--- config.mk ---
export PLATFORM = sky130hd
export DESIGN_NAME = pss_top
export DESIGN_NICKNAME = d
export VERILOG_FILES = /design/src/pss_pkg.sv /design/src/pss_mem_if.sv /design/src/pss_mem.sv /design/src/pss_addr.sv /design/src/pss_top.sv
export SDC_FILE = /design/constraint.sdc
export NUM_CORES = 1
export LEC_CHECK = 0
export BUFFER_PORTS_ARGS = -buffer_cell sky130_fd_sc_hd__buf_4
export CORE_MARGIN = 1.5
export CORE_UTILIZATION = 41
export CTS_CLUSTER_DIAMETER = 200
export DETAILED_ROUTE_END_ITERATION = 12
export SLEW_MARGIN = 25
export SYNTH_ARGS = -nofsm -noshare
export SYNTH_HDL_FRONTEND = slang
export SYNTH_SLANG_ARGS = --single-unit
--- constraint.sdc ---
create_clock -name sys_clk -period 2.8 [get_ports sys_clk]
set_input_delay 0 -clock sys_clk [delete_from_list [all_inputs] [get_ports sys_clk]]
set_output_delay 0 -clock sys_clk [all_outputs]
set_load 0.02 [all_outputs]
--- src/pss_pkg.sv ---
// Shared constants and types of the parameter set sequencer
package pss_pkg;

  // Bus and set geometry
  localparam int REG_AW = 5;   // Byte address width of the slave
  localparam int SET_IW = 6;   // Width of a set index
  localparam int CNT_W  = 7;   // Width of the set count
  localparam int MAX_SETS = 64; // Number of stored sets

  // Register byte offsets
  localparam logic [REG_AW-1:0] OFF_CTRL   = 5'h00; // Enable and style
  localparam logic [REG_AW-1:0] OFF_COUNT  = 5'h04; // Available set count
  localparam logic [REG_AW-1:0] OFF_SRC    = 5'h08; // Function pick, origin
  localparam logic [REG_AW-1:0] OFF_SLOT   = 5'h0c; // Slot pointer
  localparam logic [REG_AW-1:0] OFF_CMD    = 5'h10; // Command strobes
  localparam logic [REG_AW-1:0] OFF_ADDR   = 5'h14; // Free address setup
  localparam logic [REG_AW-1:0] OFF_ACTIVE = 5'h18; // Active parameters
  localparam logic [REG_AW-1:0] OFF_STATUS = 5'h1c; // Sequencer state

  // Field positions
  localparam int CTRL_ON   = 0; // sequencer_on
  localparam int CTRL_FREE = 1; // set_progression_style, 1 is free
  localparam int SRC_PICK  = 0; // control_function_pick, 1 is restart
  localparam int SRC_LSB   = 4; // control_trigger_origin, two bits
  localparam int CMD_SAVE  = 0; // save_active_to_slot
  localparam int CMD_COPY  = 1; // copy_slot_to_active
  localparam int CMD_STEP  = 2; // immediate_step_cmd
  localparam int CMD_REWIND = 3; // immediate_rewind_cmd
  localparam int ADDR_B0TWO = 0; // Bit 0 taken from input_pin_two
  localparam int ADDR_INV1 = 1; // Invert input_pin_one
  localparam int ADDR_INV2 = 2; // Invert input_pin_two
  localparam int STAT_WAIT = 8; // Waiting for frame start
  localparam int STAT_ON   = 9; // Sequencer running
  localparam int STAT_BUSY = 10; // Loading or draining

  // Count limits and reset values
  localparam logic [CNT_W-1:0] COUNT_MIN  = 7'h01;
  localparam logic [CNT_W-1:0] COUNT_MAX  = 7'h40;
  localparam logic [CNT_W-1:0] FREE_MAX   = 7'h04;
  localparam logic [CNT_W-1:0] COUNT_RST  = 7'h01;
  localparam logic [31:0]      COUNT_MAX_W = 32'h00000040;

  // Trigger origins
  typedef enum logic [1:0]
  {
    SRC_OFF    = 2'h0,
    SRC_ALWAYS = 2'h1,
    SRC_PIN1   = 2'h2,
    SRC_PIN2   = 2'h3
  } pss_src_t;

  // Sequencer states
  typedef enum logic [4:0]
  {
    ST_OFF   = 5'h01,
    ST_WAIT  = 5'h02,
    ST_FETCH = 5'h04,
    ST_LOAD  = 5'h08,
    ST_DRAIN = 5'h10
  } pss_state_t;

endpackage

--- src/pss_mem_if.sv ---
// Port bundle between the sequencer and its set store
`timescale 1ns/1ps
interface pss_mem_if
#(
  parameter int AW = 6,
  parameter int DW = 16
);
  logic          we;    // Write strobe
  logic [AW-1:0] waddr; // Write slot
  logic [DW-1:0] wdata; // Write word
  logic [AW-1:0] raddr; // Read slot
  logic [DW-1:0] rdata; // Registered read word

  modport ctrl (output we, waddr, wdata, raddr, input rdata);
  modport store (input we, waddr, wdata, raddr, output rdata);
endinterface

--- src/pss_mem.sv ---
// Stored parameter sets with a registered read port
`timescale 1ns/1ps
module pss_mem
#(
  parameter int AW = 6,
  parameter int DW = 16
)
(
  input wire logic sys_clk,
  pss_mem_if.store mem
);
  import pss_pkg::*;

  logic [DW-1:0] cells [0:(1<<AW)-1]; // One word per set
  logic [DW-1:0] rd;                  // Read register

  // Write on strobe, read every cycle; read data lag the address by one
  always_ff @(posedge sys_clk)
  begin
    if (mem.we)
    begin
      cells[mem.waddr] <= mem.wdata;
    end
    rd <= cells[mem.raddr];
  end

  assign mem.rdata = rd;
endmodule

--- src/pss_addr.sv ---
// Forms the free selection address from the two input pins
`timescale 1ns/1ps
module pss_addr
(
  input  wire logic       pin_one,  // input_pin_one level
  input  wire logic       pin_two,  // input_pin_two level
  input  wire logic       b0_two,   // Bit 0 from pin two
  input  wire logic       inv_one,  // Invert pin one
  input  wire logic       inv_two,  // Invert pin two
  input  wire logic       two_bits, // More than two sets
  output logic      [1:0] addr      // Set address
);
  logic l1; // Pin one after inversion
  logic l2; // Pin two after inversion

  // Inversion per pin, then bit mapping
  assign l1 = pin_one ^ inv_one;
  assign l2 = pin_two ^ inv_two;
  // Plain binary; bit 1 forced low with one pin in use
  assign addr[0] = b0_two ? l2 : l1;
  assign addr[1] = two_bits & (b0_two ? l1 : l2);
endmodule

--- src/pss_top.sv ---
// Parameter set sequencer with its Avalon-MM register slave
`timescale 1ns/1ps
// How it works
// - Ordered mode set count capped at 64
// - Function pick routes origin to advance/restart
// - Advance origin: always, pin one, two, none
// - Restart origin: pin one, two, or none
// - No origin: only immediate commands step/rewind
// - Slot pointer spans 0 to usable set count minus one (63 at most)
// - Never saved sets load default values
// - Save copies active word into slot
// - Copy loads slot word into active
// - Free mode: trigger loads pin-addressed set
// - Two pins above two sets, else one
// - Free mode count limited to four
// - Address bit follows pin, optionally inverted
// - Address bits are plain binary set index
// - Turn-off ends frame, restores saved active
// - Triggers ignored while a set loads
module pss_top
#(
  parameter int            DW            = 16,
  parameter logic [DW-1:0] PARAM_DEFAULT = '0
)
(
  input  wire logic                          sys_clk,
  input  wire logic                          rst,
  input  wire logic [pss_pkg::REG_AW-1:0]    avs_address,
  input  wire logic                          avs_read,
  input  wire logic                          avs_write,
  input  wire logic [3:0]                    avs_byteenable,
  input  wire logic [31:0]                   avs_writedata,
  output logic      [31:0]                   avs_readdata,
  output logic                               avs_waitrequest,
  input  wire logic                          input_pin_one,
  input  wire logic                          input_pin_two,
  input  wire logic                          frame_start_trig,
  input  wire logic                          frame_busy,
  output logic      [DW-1:0]                 active_params,
  output logic      [pss_pkg::SET_IW-1:0]    current_set,
  output logic                               waiting_trigger,
  output logic                               frame_go
);
  import pss_pkg::*;

  ////////////////////////////////////////////////////////////////////
  // State record
  typedef struct packed {
    pss_state_t            st;          // Sequencer state
    logic                  on;          // sequencer_on
    logic                  free_mode;   // set_progression_style
    logic [CNT_W-1:0]      count;       // available_set_count
    logic                  pick;        // control_function_pick
    pss_src_t              adv_src;     // Advance origin
    pss_src_t              rst_src;     // Restart origin
    logic [SET_IW-1:0]     slot;        // set_slot_pointer
    logic                  b0_two;      // Bit 0 from pin two
    logic                  inv1;        // Invert pin one
    logic                  inv2;        // Invert pin two
    logic [DW-1:0]         active;      // Active parameter word
    logic [DW-1:0]         backup;      // Word saved at turn-on
    logic                  armed;       // Backup holds a value
    logic [SET_IW-1:0]     cur_set;     // Set now in active
    logic [SET_IW-1:0]     fetch_idx;   // Set being fetched
    logic                  fetch_frame; // Fire frame after load
    logic [MAX_SETS-1:0]   filled;      // Set was saved once
    logic                  pend_step;   // Pending step command
    logic                  pend_rewind; // Pending rewind command
    logic                  ack;         // Bus answer phase
    logic [31:0]           rdata;       // Read data register
    logic                  frame_go;    // Frame start accepted
  } pss_regs_t;

  pss_regs_t r;      // Current state
  pss_regs_t next_r; // Next state

  ////////////////////////////////////////////////////////////////////
  // Helper decode
  logic              req;      // Any bus request
  logic              wr;       // Write in its answer cycle
  logic              wr_lo;    // Write with low lane enabled
  logic              save_cmd; // Save strobe
  logic              copy_cmd; // Copy strobe
  logic              step_cmd; // Step strobe
  logic              rewind_cmd; // Rewind strobe
  logic              idle_ok;  // Commands may run
  logic [CNT_W-1:0]  eff;      // Usable set count
  logic [CNT_W-1:0]  eff_m1;   // Last usable index
  logic [CNT_W-1:0]  cur_p1;   // Current set plus one
  logic [SET_IW-1:0] wrap_idx; // Next set in the cycle
  logic [SET_IW-1:0] free_idx; // Set picked by the pins
  logic [1:0]        pin_addr; // Pin address
  logic              adv_hit;  // Advance origin active
  logic              rst_hit;  // Restart origin active
  logic              trig_ok;  // Trigger taken

  pss_mem_if #(.AW(SET_IW), .DW(DW)) mi ();

  // Usable count; free mode caps it
  function automatic logic [CNT_W-1:0] eff_count
  (
    input logic [CNT_W-1:0] c,
    input logic             f
  );
    eff_count = (f && (c > FREE_MAX)) ? FREE_MAX : c;
  endfunction

  // Register read multiplexer
  function automatic logic [31:0] reg_read
  (
    input logic [REG_AW-1:0] a,
    input pss_regs_t         s
  );
    reg_read = 32'h00000000;
    unique case (a)
      OFF_CTRL:
      begin
        reg_read[CTRL_ON] = s.on;
        reg_read[CTRL_FREE] = s.free_mode;
      end
      OFF_COUNT:  reg_read[CNT_W-1:0] = s.count;
      OFF_SRC:
      begin
        reg_read[SRC_PICK] = s.pick;
        reg_read[SRC_LSB+:2] = s.pick ? s.rst_src : s.adv_src;
      end
      OFF_SLOT:   reg_read[SET_IW-1:0] = s.slot;
      OFF_ADDR:
      begin
        reg_read[ADDR_B0TWO] = s.b0_two;
        reg_read[ADDR_INV1] = s.inv1;
        reg_read[ADDR_INV2] = s.inv2;
      end
      OFF_ACTIVE: reg_read[DW-1:0] = s.active;
      OFF_STATUS:
      begin
        reg_read[SET_IW-1:0] = s.cur_set;
        reg_read[STAT_WAIT] = (s.st == ST_WAIT) & s.on;
        reg_read[STAT_ON] = s.on;
        reg_read[STAT_BUSY] = (s.st != ST_OFF) & (s.st != ST_WAIT);
      end
      default:    reg_read = 32'h00000000;
    endcase
  endfunction

  // Bus handshake: one wait state on every access
  assign req = avs_read | avs_write;
  assign avs_waitrequest = req & ~r.ack;
  assign wr = avs_write & r.ack;
  assign wr_lo = wr & avs_byteenable[0];
  assign save_cmd = wr_lo & (avs_address == OFF_CMD)
                    & avs_writedata[CMD_SAVE];
  assign copy_cmd = wr_lo & (avs_address == OFF_CMD)
                    & avs_writedata[CMD_COPY];
  assign step_cmd = wr_lo & (avs_address == OFF_CMD)
                    & avs_writedata[CMD_STEP];
  assign rewind_cmd = wr_lo & (avs_address == OFF_CMD)
                      & avs_writedata[CMD_REWIND];
  assign idle_ok = (r.st == ST_OFF) | (r.st == ST_WAIT);

  // Cycle arithmetic
  assign eff = eff_count(r.count, r.free_mode);
  assign eff_m1 = eff - COUNT_MIN;
  assign cur_p1 = {1'b0, r.cur_set} + COUNT_MIN;
  assign wrap_idx = (cur_p1 >= eff) ? '0 : cur_p1[SET_IW-1:0];
  assign free_idx = ({5'h00, pin_addr} > eff_m1) ? eff_m1[SET_IW-1:0]
                    : {4'h0, pin_addr};

  // Origin decode for the two functions
  assign adv_hit = (r.adv_src == SRC_ALWAYS)
                   | ((r.adv_src == SRC_PIN1) & input_pin_one)
                   | ((r.adv_src == SRC_PIN2) & input_pin_two);
  assign rst_hit = ((r.rst_src == SRC_PIN1) & input_pin_one)
                   | ((r.rst_src == SRC_PIN2) & input_pin_two);
  // Only the waiting state takes a trigger
  assign trig_ok = frame_start_trig & (r.st == ST_WAIT) & r.on;

  pss_addr u_addr
  (
    .pin_one  (input_pin_one),
    .pin_two  (input_pin_two),
    .b0_two   (r.b0_two),
    .inv_one  (r.inv1),
    .inv_two  (r.inv2),
    .two_bits (eff > 7'h02),
    .addr     (pin_addr)
  );

  pss_mem #(.AW(SET_IW), .DW(DW)) u_mem
  (
    .sys_clk (sys_clk),
    .mem     (mi.store)
  );

  ////////////////////////////////////////////////////////////////////
  // Next-state logic
  always_comb
  begin
    next_r = r;
    next_r.frame_go = 1'b0;
    next_r.ack = req & ~r.ack;
    mi.we = 1'b0;
    mi.waddr = r.slot;
    mi.wdata = r.active;
    mi.raddr = r.fetch_idx;
    // Read data are sampled in the wait cycle
    if (avs_read & ~r.ack)
    begin
      next_r.rdata = reg_read(avs_address, r);
    end
    // Configuration writes
    if (wr_lo && (avs_address == OFF_CTRL))
    begin
      next_r.on = avs_writedata[CTRL_ON];
      next_r.free_mode = avs_writedata[CTRL_FREE];
    end
    if (wr_lo && (avs_address == OFF_COUNT))
    begin
      if (avs_writedata == 32'h00000000)
        next_r.count = COUNT_MIN;
      else if (avs_writedata > COUNT_MAX_W)
        next_r.count = COUNT_MAX;
      else
        next_r.count = avs_writedata[CNT_W-1:0];
    end
    if (wr_lo && (avs_address == OFF_SRC))
    begin
      next_r.pick = avs_writedata[SRC_PICK];
      // Origin goes to the function just picked
      if (avs_writedata[SRC_PICK])
      begin
        // Restart has no always choice
        next_r.rst_src = (avs_writedata[SRC_LSB+:2] == SRC_ALWAYS)
                         ? SRC_OFF
                         : pss_src_t'(avs_writedata[SRC_LSB+:2]);
      end
      else
      begin
        next_r.adv_src = pss_src_t'(avs_writedata[SRC_LSB+:2]);
      end
    end
    // Out of range pointer values are dropped
    if (wr_lo && (avs_address == OFF_SLOT)
        && (avs_writedata < {25'h0000000, eff}))
    begin
      next_r.slot = avs_writedata[SET_IW-1:0];
    end
    if (wr_lo && (avs_address == OFF_ADDR))
    begin
      next_r.b0_two = avs_writedata[ADDR_B0TWO];
      next_r.inv1 = avs_writedata[ADDR_INV1];
      next_r.inv2 = avs_writedata[ADDR_INV2];
    end
    // Active word honours byte lanes
    if (wr && (avs_address == OFF_ACTIVE))
    begin
      for (int b = 0; b < DW / 8; b++)
      begin
        if (avs_byteenable[b])
          next_r.active[b*8+:8] = avs_writedata[b*8+:8];
      end
    end
    // Immediate commands wait for the waiting state; set beats clear
    next_r.pend_step = r.pend_step | step_cmd;
    next_r.pend_rewind = r.pend_rewind | rewind_cmd;
    // Save writes the active word into the pointed slot
    if (save_cmd && idle_ok)
    begin
      mi.we = 1'b1;
      next_r.filled[r.slot] = 1'b1;
    end
    unique case (r.st)
      // Idle: wait for turn-on or a copy
      ST_OFF:
      begin
        if (r.on)
        begin
          next_r.backup = r.active;
          next_r.armed = 1'b1;
          next_r.fetch_idx = '0;
          next_r.fetch_frame = 1'b0;
          next_r.pend_step = step_cmd;
          next_r.pend_rewind = rewind_cmd;
          next_r.st = r.free_mode ? ST_WAIT : ST_FETCH;
        end
        else if (copy_cmd)
        begin
          next_r.fetch_idx = r.slot;
          next_r.fetch_frame = 1'b0;
          next_r.st = ST_FETCH;
        end
      end
      // Running and waiting for a frame start
      ST_WAIT:
      begin
        next_r.fetch_frame = 1'b0;
        if (!r.on)
        begin
          next_r.st = ST_DRAIN;
        end
        else if (copy_cmd)
        begin
          next_r.fetch_idx = r.slot;
          next_r.st = ST_FETCH;
        end
        else if (trig_ok && r.free_mode)
        begin
          next_r.fetch_idx = free_idx;
          next_r.fetch_frame = 1'b1;
          next_r.st = ST_FETCH;
        end
        else if (trig_ok)
        begin
          // Frame uses the set now active, then moves on if an origin hits
          next_r.frame_go = 1'b1;
          if (rst_hit)
          begin
            next_r.fetch_idx = '0;
            next_r.st = ST_FETCH;
          end
          else if (adv_hit)
          begin
            next_r.fetch_idx = wrap_idx;
            next_r.st = ST_FETCH;
          end
        end
        else if (r.pend_rewind && !r.free_mode)
        begin
          next_r.pend_rewind = rewind_cmd;
          next_r.fetch_idx = '0;
          next_r.st = ST_FETCH;
        end
        else if (r.pend_step && !r.free_mode)
        begin
          next_r.pend_step = step_cmd;
          next_r.fetch_idx = wrap_idx;
          next_r.st = ST_FETCH;
        end
      end
      // Read address issued, data next cycle
      ST_FETCH:
      begin
        next_r.st = ST_LOAD;
      end
      // Unsaved sets give the default word
      ST_LOAD:
      begin
        next_r.active = r.filled[r.fetch_idx] ? mi.rdata
                        : PARAM_DEFAULT;
        next_r.cur_set = r.fetch_idx;
        next_r.frame_go = r.fetch_frame;
        if (r.on)
          next_r.st = ST_WAIT;
        else
          next_r.st = r.armed ? ST_DRAIN : ST_OFF;
      end
      // Let the frame finish, then put the old word back
      ST_DRAIN:
      begin
        if (!frame_busy)
        begin
          next_r.active = r.backup;
          next_r.armed = 1'b0;
          next_r.st = ST_OFF;
        end
      end
    endcase
  end

  ////////////////////////////////////////////////////////////////////
  // State register
  always_ff @(posedge sys_clk)
  begin
    if (rst)
    begin
      r <= '0;
      r.st <= ST_OFF;
      r.count <= COUNT_RST;
      r.adv_src <= SRC_OFF;
      r.rst_src <= SRC_OFF;
      r.active <= PARAM_DEFAULT;
      r.backup <= PARAM_DEFAULT;
    end
    else
    begin
      r <= next_r;
    end
  end

  // Outputs
  assign avs_readdata = r.rdata;
  assign active_params = r.active;
  assign current_set = r.cur_set;
  assign waiting_trigger = (r.st == ST_WAIT) & r.on;
  assign frame_go = r.frame_go;

  ////////////////////////////////////////////////////////////////////
  // Checks
  a_count_cap: assert property (@(posedge sys_clk) disable iff (rst)
    (r.count >= COUNT_MIN) && (r.count <= COUNT_MAX))
    else $error("set count out of range");
  a_free_cap: assert property (@(posedge sys_clk) disable iff (rst)
    r.free_mode |-> (eff <= FREE_MAX))
    else $error("free mode count above four");
  a_restart_zero: assert property (@(posedge sys_clk) disable iff (rst)
    (trig_ok && !r.free_mode && rst_hit && !copy_cmd)
    |=> (r.st == ST_FETCH) && (r.fetch_idx == '0) && r.frame_go)
    else $error("restart did not fetch set zero");
  a_advance_wrap: assert property (@(posedge sys_clk) disable iff (rst)
    (trig_ok && !r.free_mode && !rst_hit && adv_hit && !copy_cmd)
    |=> (r.fetch_idx == $past(wrap_idx))
    ##2 (r.cur_set == $past(wrap_idx, 3)))
    else $error("advance went to wrong set");
  a_step_async: assert property (@(posedge sys_clk) disable iff (rst)
    (r.st == ST_WAIT && r.on && !r.free_mode && !frame_start_trig
     && !copy_cmd && !r.pend_rewind && r.pend_step)
    |=> (r.st == ST_FETCH) ##2 (r.st == ST_WAIT || !r.on))
    else $error("pending step not executed");
  a_save_slot: assert property (@(posedge sys_clk) disable iff (rst)
    (save_cmd && idle_ok) |-> mi.we && (mi.waddr == r.slot)
    && (mi.wdata == r.active) ##1 r.filled[$past(r.slot)])
    else $error("save did not write slot");
  a_load_word: assert property (@(posedge sys_clk)
    disable iff (rst)
    (r.st == ST_LOAD) |=> r.active == ($past(r.filled[r.fetch_idx])
    ? $past(mi.rdata) : PARAM_DEFAULT))
    else $error("loaded word wrong");
  a_free_pick: assert property (@(posedge sys_clk) disable iff (rst)
    (trig_ok && r.free_mode && !copy_cmd)
    |=> (r.fetch_idx == $past(free_idx)) ##2 frame_go)
    else $error("free selection failed");
  a_pin_binary: assert property (@(posedge sys_clk) disable iff (rst)
    (!r.b0_two) |-> pin_addr[0] == (input_pin_one ^ r.inv1)
    && (pin_addr[1] == ((eff > 7'h02) & (input_pin_two ^ r.inv2))))
    else $error("pin address mismatch");
  a_trig_ignored: assert property (@(posedge sys_clk)
    disable iff (rst)
    (r.st == ST_FETCH) |-> !waiting_trigger ##1 !trig_ok)
    else $error("trigger taken during load");
  a_restore_old: assert property (@(posedge sys_clk) disable iff (rst)
    (r.st == ST_DRAIN && !frame_busy)
    |=> (r.active == $past(r.backup)) && (r.st == ST_OFF))
    else $error("turn-off did not restore");
  a_slot_bound: assert property (@(posedge sys_clk) disable iff (rst)
    (r.slot != $past(r.slot)) |-> ({1'b0, r.slot} < $past(eff)))
    else $error("slot beyond count");
endmodule

==> results of run 1 <==
==> power by group through the flow <==
stage                     registers (mW)  logic (mW)  clock network, mW
after CTS                           19.1       0.419               15.9
after global placement              19.5       0.380                  0
after global routing                19.1       0.459               16.5
after detailed placement            19.5       0.386                  0
after floorplan                     19.5       0.260                  0
final                               19.1       0.427               15.5
==> cells in the mapped netlist, drive strengths merged (12+ instances only) <==
master	instances	share of area (%)
a22oi	66	1.0
edfxtp	1024	64
dfxtp	174	7.3
mux2	20	0.47
mux2i	38	0.80
o221ai	17	0.31
ha	18	0.47
or3b	19	0.35
clkbuf	68	0.53
nand2	111	0.87
a21oi	115	1.2
mux4	333	16
nand3b	20	0.31
o21ai	14	0.15
nor3	26	0.33
nor2	216	1.7
nor2b	12	0.16
buf	136	1.7
nand3	23	0.24
==> registers in the layout, indices dropped and copies added (netlist names), 6 cells and up <==
name / cells
u_mem.cells: 1024
active_params: 16
avs_readdata: 16
r: 107
mi.waddr: 6
u_mem.mem.rdata: 16
current_set: 6
mi.raddr: 6
==> worst reg2reg max path: cells and delay by family, from the launching register on <==
family / cells / cell delay (ns)
adder cells (fa/ha/maj): 2 / 0.45
AO/OA/AOI/OAI: 4 / 0.74
AND/OR/NAND/NOR: 6 / 1.01
flip-flops: 1 / 0.32
multiplexers: 1 / 0.27
buffers and inverters: 1 / 0.06
==> metrics by stage <==
step | utilization (%) | worst slack, ns | std cells | TNS, ns
after global routing | 48.9 | -0.306 | 4445 | -1.39
after CTS | 48.8 | -0.191 | 4443 | -0.377
after floorplan | - | 0.00811 | 2579 | 0
final | 48.9 | -0.189 | 4446 | -0.463
after global placement | 45.1 | -0.198 | 4177 | -0.448
after detailed placement | 45.1 | -0.171 | 4177 | -0.539
==> worst max-delay path by stage <==
stage | cells after the start | slack [ns] | endpoint | from
2_1_floorplan | 14 | 0.008 | mi.raddr[0]$_SDFFE_PP0P_ | r[166]$_SDFFE_PP0P_
3_3_place_gp | 14 | -0.20 | mi.raddr[0]$_SDFFE_PP0P_ | r[166]$_SDFFE_PP0P_
3_5_place_dp | 14 | -0.17 | mi.raddr[1]$_SDFFE_PP0P_ | r[166]$_SDFFE_PP0P_
4_1_cts | 14 | -0.19 | mi.raddr[0]$_SDFFE_PP0P_ | r[166]$_SDFFE_PP0P_
5_1_grt | 14 | -0.31 | mi.raddr[1]$_SDFFE_PP0P_ | r[163]$_SDFFE_PP0P_
6_report | 14 | -0.19 | mi.raddr[1]$_SDFFE_PP0P_ | r[163]$_SDFFE_PP0P_
==> cells by family after synthesis <==
family / after synthesis / synth area share (%)
simple gates: 478 / 4.76
xor+xnor: 9 / 0.165
compound gates: 258 / 3.55
mux: 391 / 17.0
fa+ha+maj: 18 / 0.472
other cells: 1 / 0.00786
buf+inv: 211 / 2.31
flops: 1198 / 71.8
==> final cells by class <==
class,count,share of cell area [%]
Sequential cell,1198,61.1
Multi-Input combinational cell,1170,22.3
Timing Repair Buffer,330,6.36
Clock buffer,155,5.66
Tap cell,1512,3.37
Clock inverter,73,1.14
Inverter,7,0.0468
Antenna cell,1,0.00446
==> metal layers <==
layer | track usage, % | part of all wire [%] | vias to the layer above
met4 | 7.60 | 3.5 | 2
met3 | 4.25 | 7.0 | 203
met5 | 0 | 0.011 | -
met2 | 33.3 | 48 | 962
met1 | 28.2 | 42 | 13480
li1 | - | - | 10863
==> what timing repair did <==
action / in CTS / in global routing
hold buffers: 37 / 0
buffers inserted: 1 / 2
setup endpoints to repair: 6 / 196
pin swaps: 4 / 8
gates resized for setup: 1 / 16
cloned: 0 / 0
endpoints found under the hold margin: 89 / 0
==> results.cfg, run 1 <==
[status]
status = finished with violations
violations = setup timing

[logic_synthesis]
post_synth.cell_area_avg_sq_um = 18.6
synth_edf_count = 1024
synth_cell_types = 69
synth_cells = 2564
ys_seq_area_share_pct = 71.8
yosysWarnings = 0
synth_flop_cell = edfxtp_1
async_flop_share_pct = 0
ys_ff_latch = 1198
post_synth_instance_area_sq_mm = 0.0477

[global_routing]
track_usage_pct = 20.8
grt_max_degree = 109
grt_antenna_before_repair = 3
grt_pass1_wl_microns = 178000
grt_pass1_vias = 26067
overflow = 0

[worst_hold_path]
holdPathEnd = avs_readdata[11]$_SDFFE_PP0P_
hold_start = avs_address[0]
hold_path.class = in2reg
holdPathStages = 6

[sta]
setup_viol = 6
final.setup.worst_slack_ns = -0.189
tightest_slew_ns = 0.845
min_period_ns = 2.99
final_hold_viol_count = 0
period_share_pct = 107
fmaxAchievable_mhz = 335
clock_skew_ns = 0.0178
max_slew_margin_pct = 43.7
fin_hold_ws_ns = 0.0496
slew_violations = 0
rsz0062_at_grt = yes

[drt]
first_pass_iters = 5
vias = 25510
drtIter0Drc = 2673
drt.antenna.violating_nets = 0
viasPerCell = 5.74
drt_wl_total_microns = 123000
routedWlPerCell_microns = 27.6
drc = 0

[pwr]
p_int_mw = 28.1
swShare_pct = 19.9
sequentialPowerShare_pct = 54.5
p_leak_nw = 20.3
clkPwrFrac_pct = 44.3
power.total_mw = 35.1
powerDensity_mw_per_mm2 = 625
vdd_drop_max_mv = 0.516
p_switching_mw = 7.00
combPwrFrac_pct = 1.2

[clock_network]
clock_path_buffers = 3
cts_tree = yes
root_buffer = clkbuf_16
numCtsBuffers = 119
clk_latency_ns = 0.71
clk_pin_slew_worst_paths_ns = 0.06
h-tree-depth = 3
cts_sinks = 1198

[die]
io_pins = 106
start_util_pct = 41.6
placementRows = 124
fp.dieH_microns = 344
fp.dieArea_sq_mm = 0.118
fp.dieW_microns = 344
core-area_sq_mm = 0.115

[setup_path]
crit_arrival_ns = 3.54
timing.rr.end = mi.raddr[1]$_SDFFE_PP0P_
crit_chain = or4_4 -> nand2b_4 -> nand2_2 -> nand2_2 -> inv_1 -> ha_1 -> nor2b_1 -> o31a_1 -> ha_1 -> nor2b_4 -> o21ai_2 -> a221oi_4 -> mux2i_1 -> a311oi_2
slowest_delay_ns = 0.53
cp.required_ns = 3.35
critical_path_buf_inv_count = 1
regToRegStartpoint = r[163]$_SDFFE_PP0P_
cp_max_fo = 2
start_kind = flop
critPathKind = reg2reg
r2r_slack_ns = -0.19
r2r_cells = 14
slowest_stage = or4_4
path_delay_family = simple AND/OR/NAND/NOR gates
end_kind = flop

[finish]
layout_commonest_cell = edfxtp_1
fin_nets = 2893
final_cell_mix = edfxtp_1, mux4_2, buf_4
multiInputGateArea_sq_mm = 0.0125
area_growth_pct = 17.6
fin_area_sq_mm = 0.0561
seq_area_sq_mm = 0.0343
fillers = 9336
drive_above_1_share_pct = 29.9

[place]
postPlaceCellArea_sq_mm = 0.0518
gp_congestion = 0.848
dp_hpwl_microns = 77200
portBuffers = 87

[flow_run]
drv_cap = 0
(Power assumes the default switching activity.)
==> run 2, diff against run 1 <==
--- a/config.mk
+++ b/config.mk
@@ -6,10 +6,13 @@
 export NUM_CORES = 1
 export LEC_CHECK = 0
 export BUFFER_PORTS_ARGS = -buffer_cell sky130_fd_sc_hd__buf_4
+export CELL_PAD_IN_SITES_DETAIL_PLACEMENT = 0
+export CELL_PAD_IN_SITES_GLOBAL_PLACEMENT = 1
 export CORE_MARGIN = 1.5
 export CORE_UTILIZATION = 41
 export CTS_CLUSTER_DIAMETER = 200
 export DETAILED_ROUTE_END_ITERATION = 12
+export PLACE_DENSITY_LB_ADDON = 0.1
 export SLEW_MARGIN = 25
 export SYNTH_ARGS = -nofsm -noshare
 export SYNTH_HDL_FRONTEND = slang
==> results.cfg, run 2 (same netlist as run 1, synthesis figures left out) <==
[status]
status = finished with violations
violations = setup timing

[finish]
layout_commonest_cell = edfxtp_1
post-route-util_pct = 49.3
largest-register = u_mem.cells
final_cell_mix = edfxtp_1, mux4_2, buf_4
largest_reg_flops = 1024
diodes = 0
fin_nets = 2921
reg_top3 = u_mem.cells: 1024 flops, r: 107 flops
drive_above_1_share_pct = 30.5
area_growth_pct = 18.7

[pwr]
combPwrFrac_pct = 1.2
swShare_pct = 20.0
p_int_mw = 29.2
vdd_drop_max_mv = 0.559
p_switching_mw = 7.30
powerDensity_mw_per_mm2 = 644
sequentialPowerShare_pct = 52.4
power.total_mw = 36.5
clkPwrFrac_pct = 46.4
p_leak_nw = 20.7

[setup_path]
critPathKind = reg2reg
cp_max_fo = 2
cp.required_ns = 3.41
end_kind = flop
slowest_delay_ns = 0.53
crit_chain = or4_4 -> nand2b_4 -> nand2_2 -> nand2_2 -> inv_1 -> ha_1 -> nor2b_1 -> o31a_1 -> ha_1 -> nor2b_4 -> o21ai_2 -> a221oi_2 -> mux2i_1 -> a311oi_1
crit_arrival_ns = 3.47
start_kind = flop
slowest_stage = or4_4

[sta]
tightest_slew_ns = 0.943
clock_skew_ns = 0.0273
final.setup.worst_slack_ns = -0.0582
final_hold_viol_count = 0
fmaxAchievable_mhz = 350
period_share_pct = 102
slew_violations = 0
max_slew_margin_pct = 37.1
min_period_ns = 2.86
rsz0062_at_grt = yes
setup_viol = 2

[die]
fp.dieH_microns = 344
placementRows = 124
fp.dieArea_sq_mm = 0.118
io_pins = 106
core-area_sq_mm = 0.115
fp.dieW_microns = 344
start_util_pct = 41.6

[global_routing]
grt_antenna_before_repair = 5
grt_pass1_wl_microns = 187000
top_usage_layer = met2
met3_usage_pct = 3.84
met1_usage_pct = 31.1
overflow = 0
grt_max_degree = 80
track_usage_pct = 22.4
use_met2_pct = 36.2
grt_pass1_vias = 26050

[clock_network]
clk_pin_slew_worst_paths_ns = 0.06
clock_path_buffers = 3
cts_tree = yes
clk_latency_ns = 0.75
cts_sinks = 1198
h-tree-depth = 4
root_buffer = clkbuf_16
numCtsBuffers = 131

[place]
portBuffers = 87
gp_congestion = 0.858
dp_hpwl_microns = 78700

[drt]
drt.antenna.violating_nets = 0
drt_wl_total_microns = 131000
routedWlPerCell_microns = 29.3
viasPerCell = 5.70
drc = 0
vias = 25505
drtIter0Drc = 2742
first_pass_iters = 6

[flow_run]
drv_cap = 0

[worst_hold_path]
hold_path.class = in2reg
==> run 2: cell types whose count changed in the layout (fill, tap and decap cells not counted), sizes merged <==
cell	before	now
clkbuf	155	179
buf	293	306
clkinv	52	42
clkinvlp	7	1
inv	12	17
bufinv	9	6
dlygate4sd3	37	40
diode	1	0
==> run 2: worst paths after layout <==
kind                  startpoint                       end  slack (ns)  cells past startpoint
max          r[166]$_SDFFE_PP0P_  mi.raddr[1]$_SDFFE_PP0P_       -0.06                     14
min            avs_writedata[18]       r[166]$_SDFFE_PP0P_        0.06                      6
max reg2reg  r[166]$_SDFFE_PP0P_  mi.raddr[1]$_SDFFE_PP0P_       -0.06                     14
min reg2reg  r[126]$_SDFFE_PP0P_       r[126]$_SDFFE_PP0P_        0.46                      2
==> run 2: metrics by stage <==
stage | instances | area (sq um) | setup WS (ns) | setup TNS [ns] | hold WS, ns
2_1_floorplan | 2579 | 47800 | 0.00811 | 0 | 0.139
3_3_place_gp | 4189 | 51900 | -0.159 | -0.486 | 0.277
3_5_place_dp | 4189 | 51900 | -0.0942 | -0.453 | 0.275
4_1_cts | 4470 | 56600 | -0.0638 | -0.114 | 0.00122
5_1_grt | 4471 | 56600 | -0.218 | -1.12 | 0.0443
6_report | 4471 | 56600 | -0.0582 | -0.116 | 0.0559
==> run 2: critical path, delay by kind of cell (launching register included) <==
kind	cells	cell delay [ns]
mux	1	0.24
compound gates	4	0.69
buf+inv	1	0.06
simple gates	6	1.00
fa+ha+maj	2	0.44
flops	1	0.31
==> run 2: what timing repair did <==
| action | CTS | global route |
|---|---|---|
| endpoints found under the hold margin | 98 | 0 |
| setup buffers | 1 | 1 |
| setup endpoints to repair | 6 | 8 |
| gates cloned | 0 | 0 |
| pin swaps | 3 | 6 |
| hold buffers | 42 | 0 |
| resized for setup | 5 | 1 |
==> run 2: power groups by stage <==
stage | combinational [mW] | sequential (mW) | clock, mW
3_3_place_gp | 0.389 | 19.5 | 0
3_5_place_dp | 0.393 | 19.5 | 0
2_1_floorplan | 0.260 | 19.5 | 0
5_1_grt | 0.481 | 19.1 | 18.0
6_report | 0.447 | 19.1 | 16.9
4_1_cts | 0.446 | 19.1 | 17.3
==> run 2: layout make-up <==
type / count / area (sq um)
inverters: 7 / 26.3
clock buffers: 179 / 3730
fillers: 9444 / 58200
repair buffers: 346 / 3730
flip-flops and latches: 1198 / 34300
well taps: 1512 / 1890
multi-input cells: 1170 / 12500
clock inverters: 59 / 489
==> run 2: per-layer routing <==
layer	part of all wire (%)	wire length, microns
met2	48	63300
met3	6.3	8180
met4	2.4	3180
met1	43	56100
met5	0.0054	7
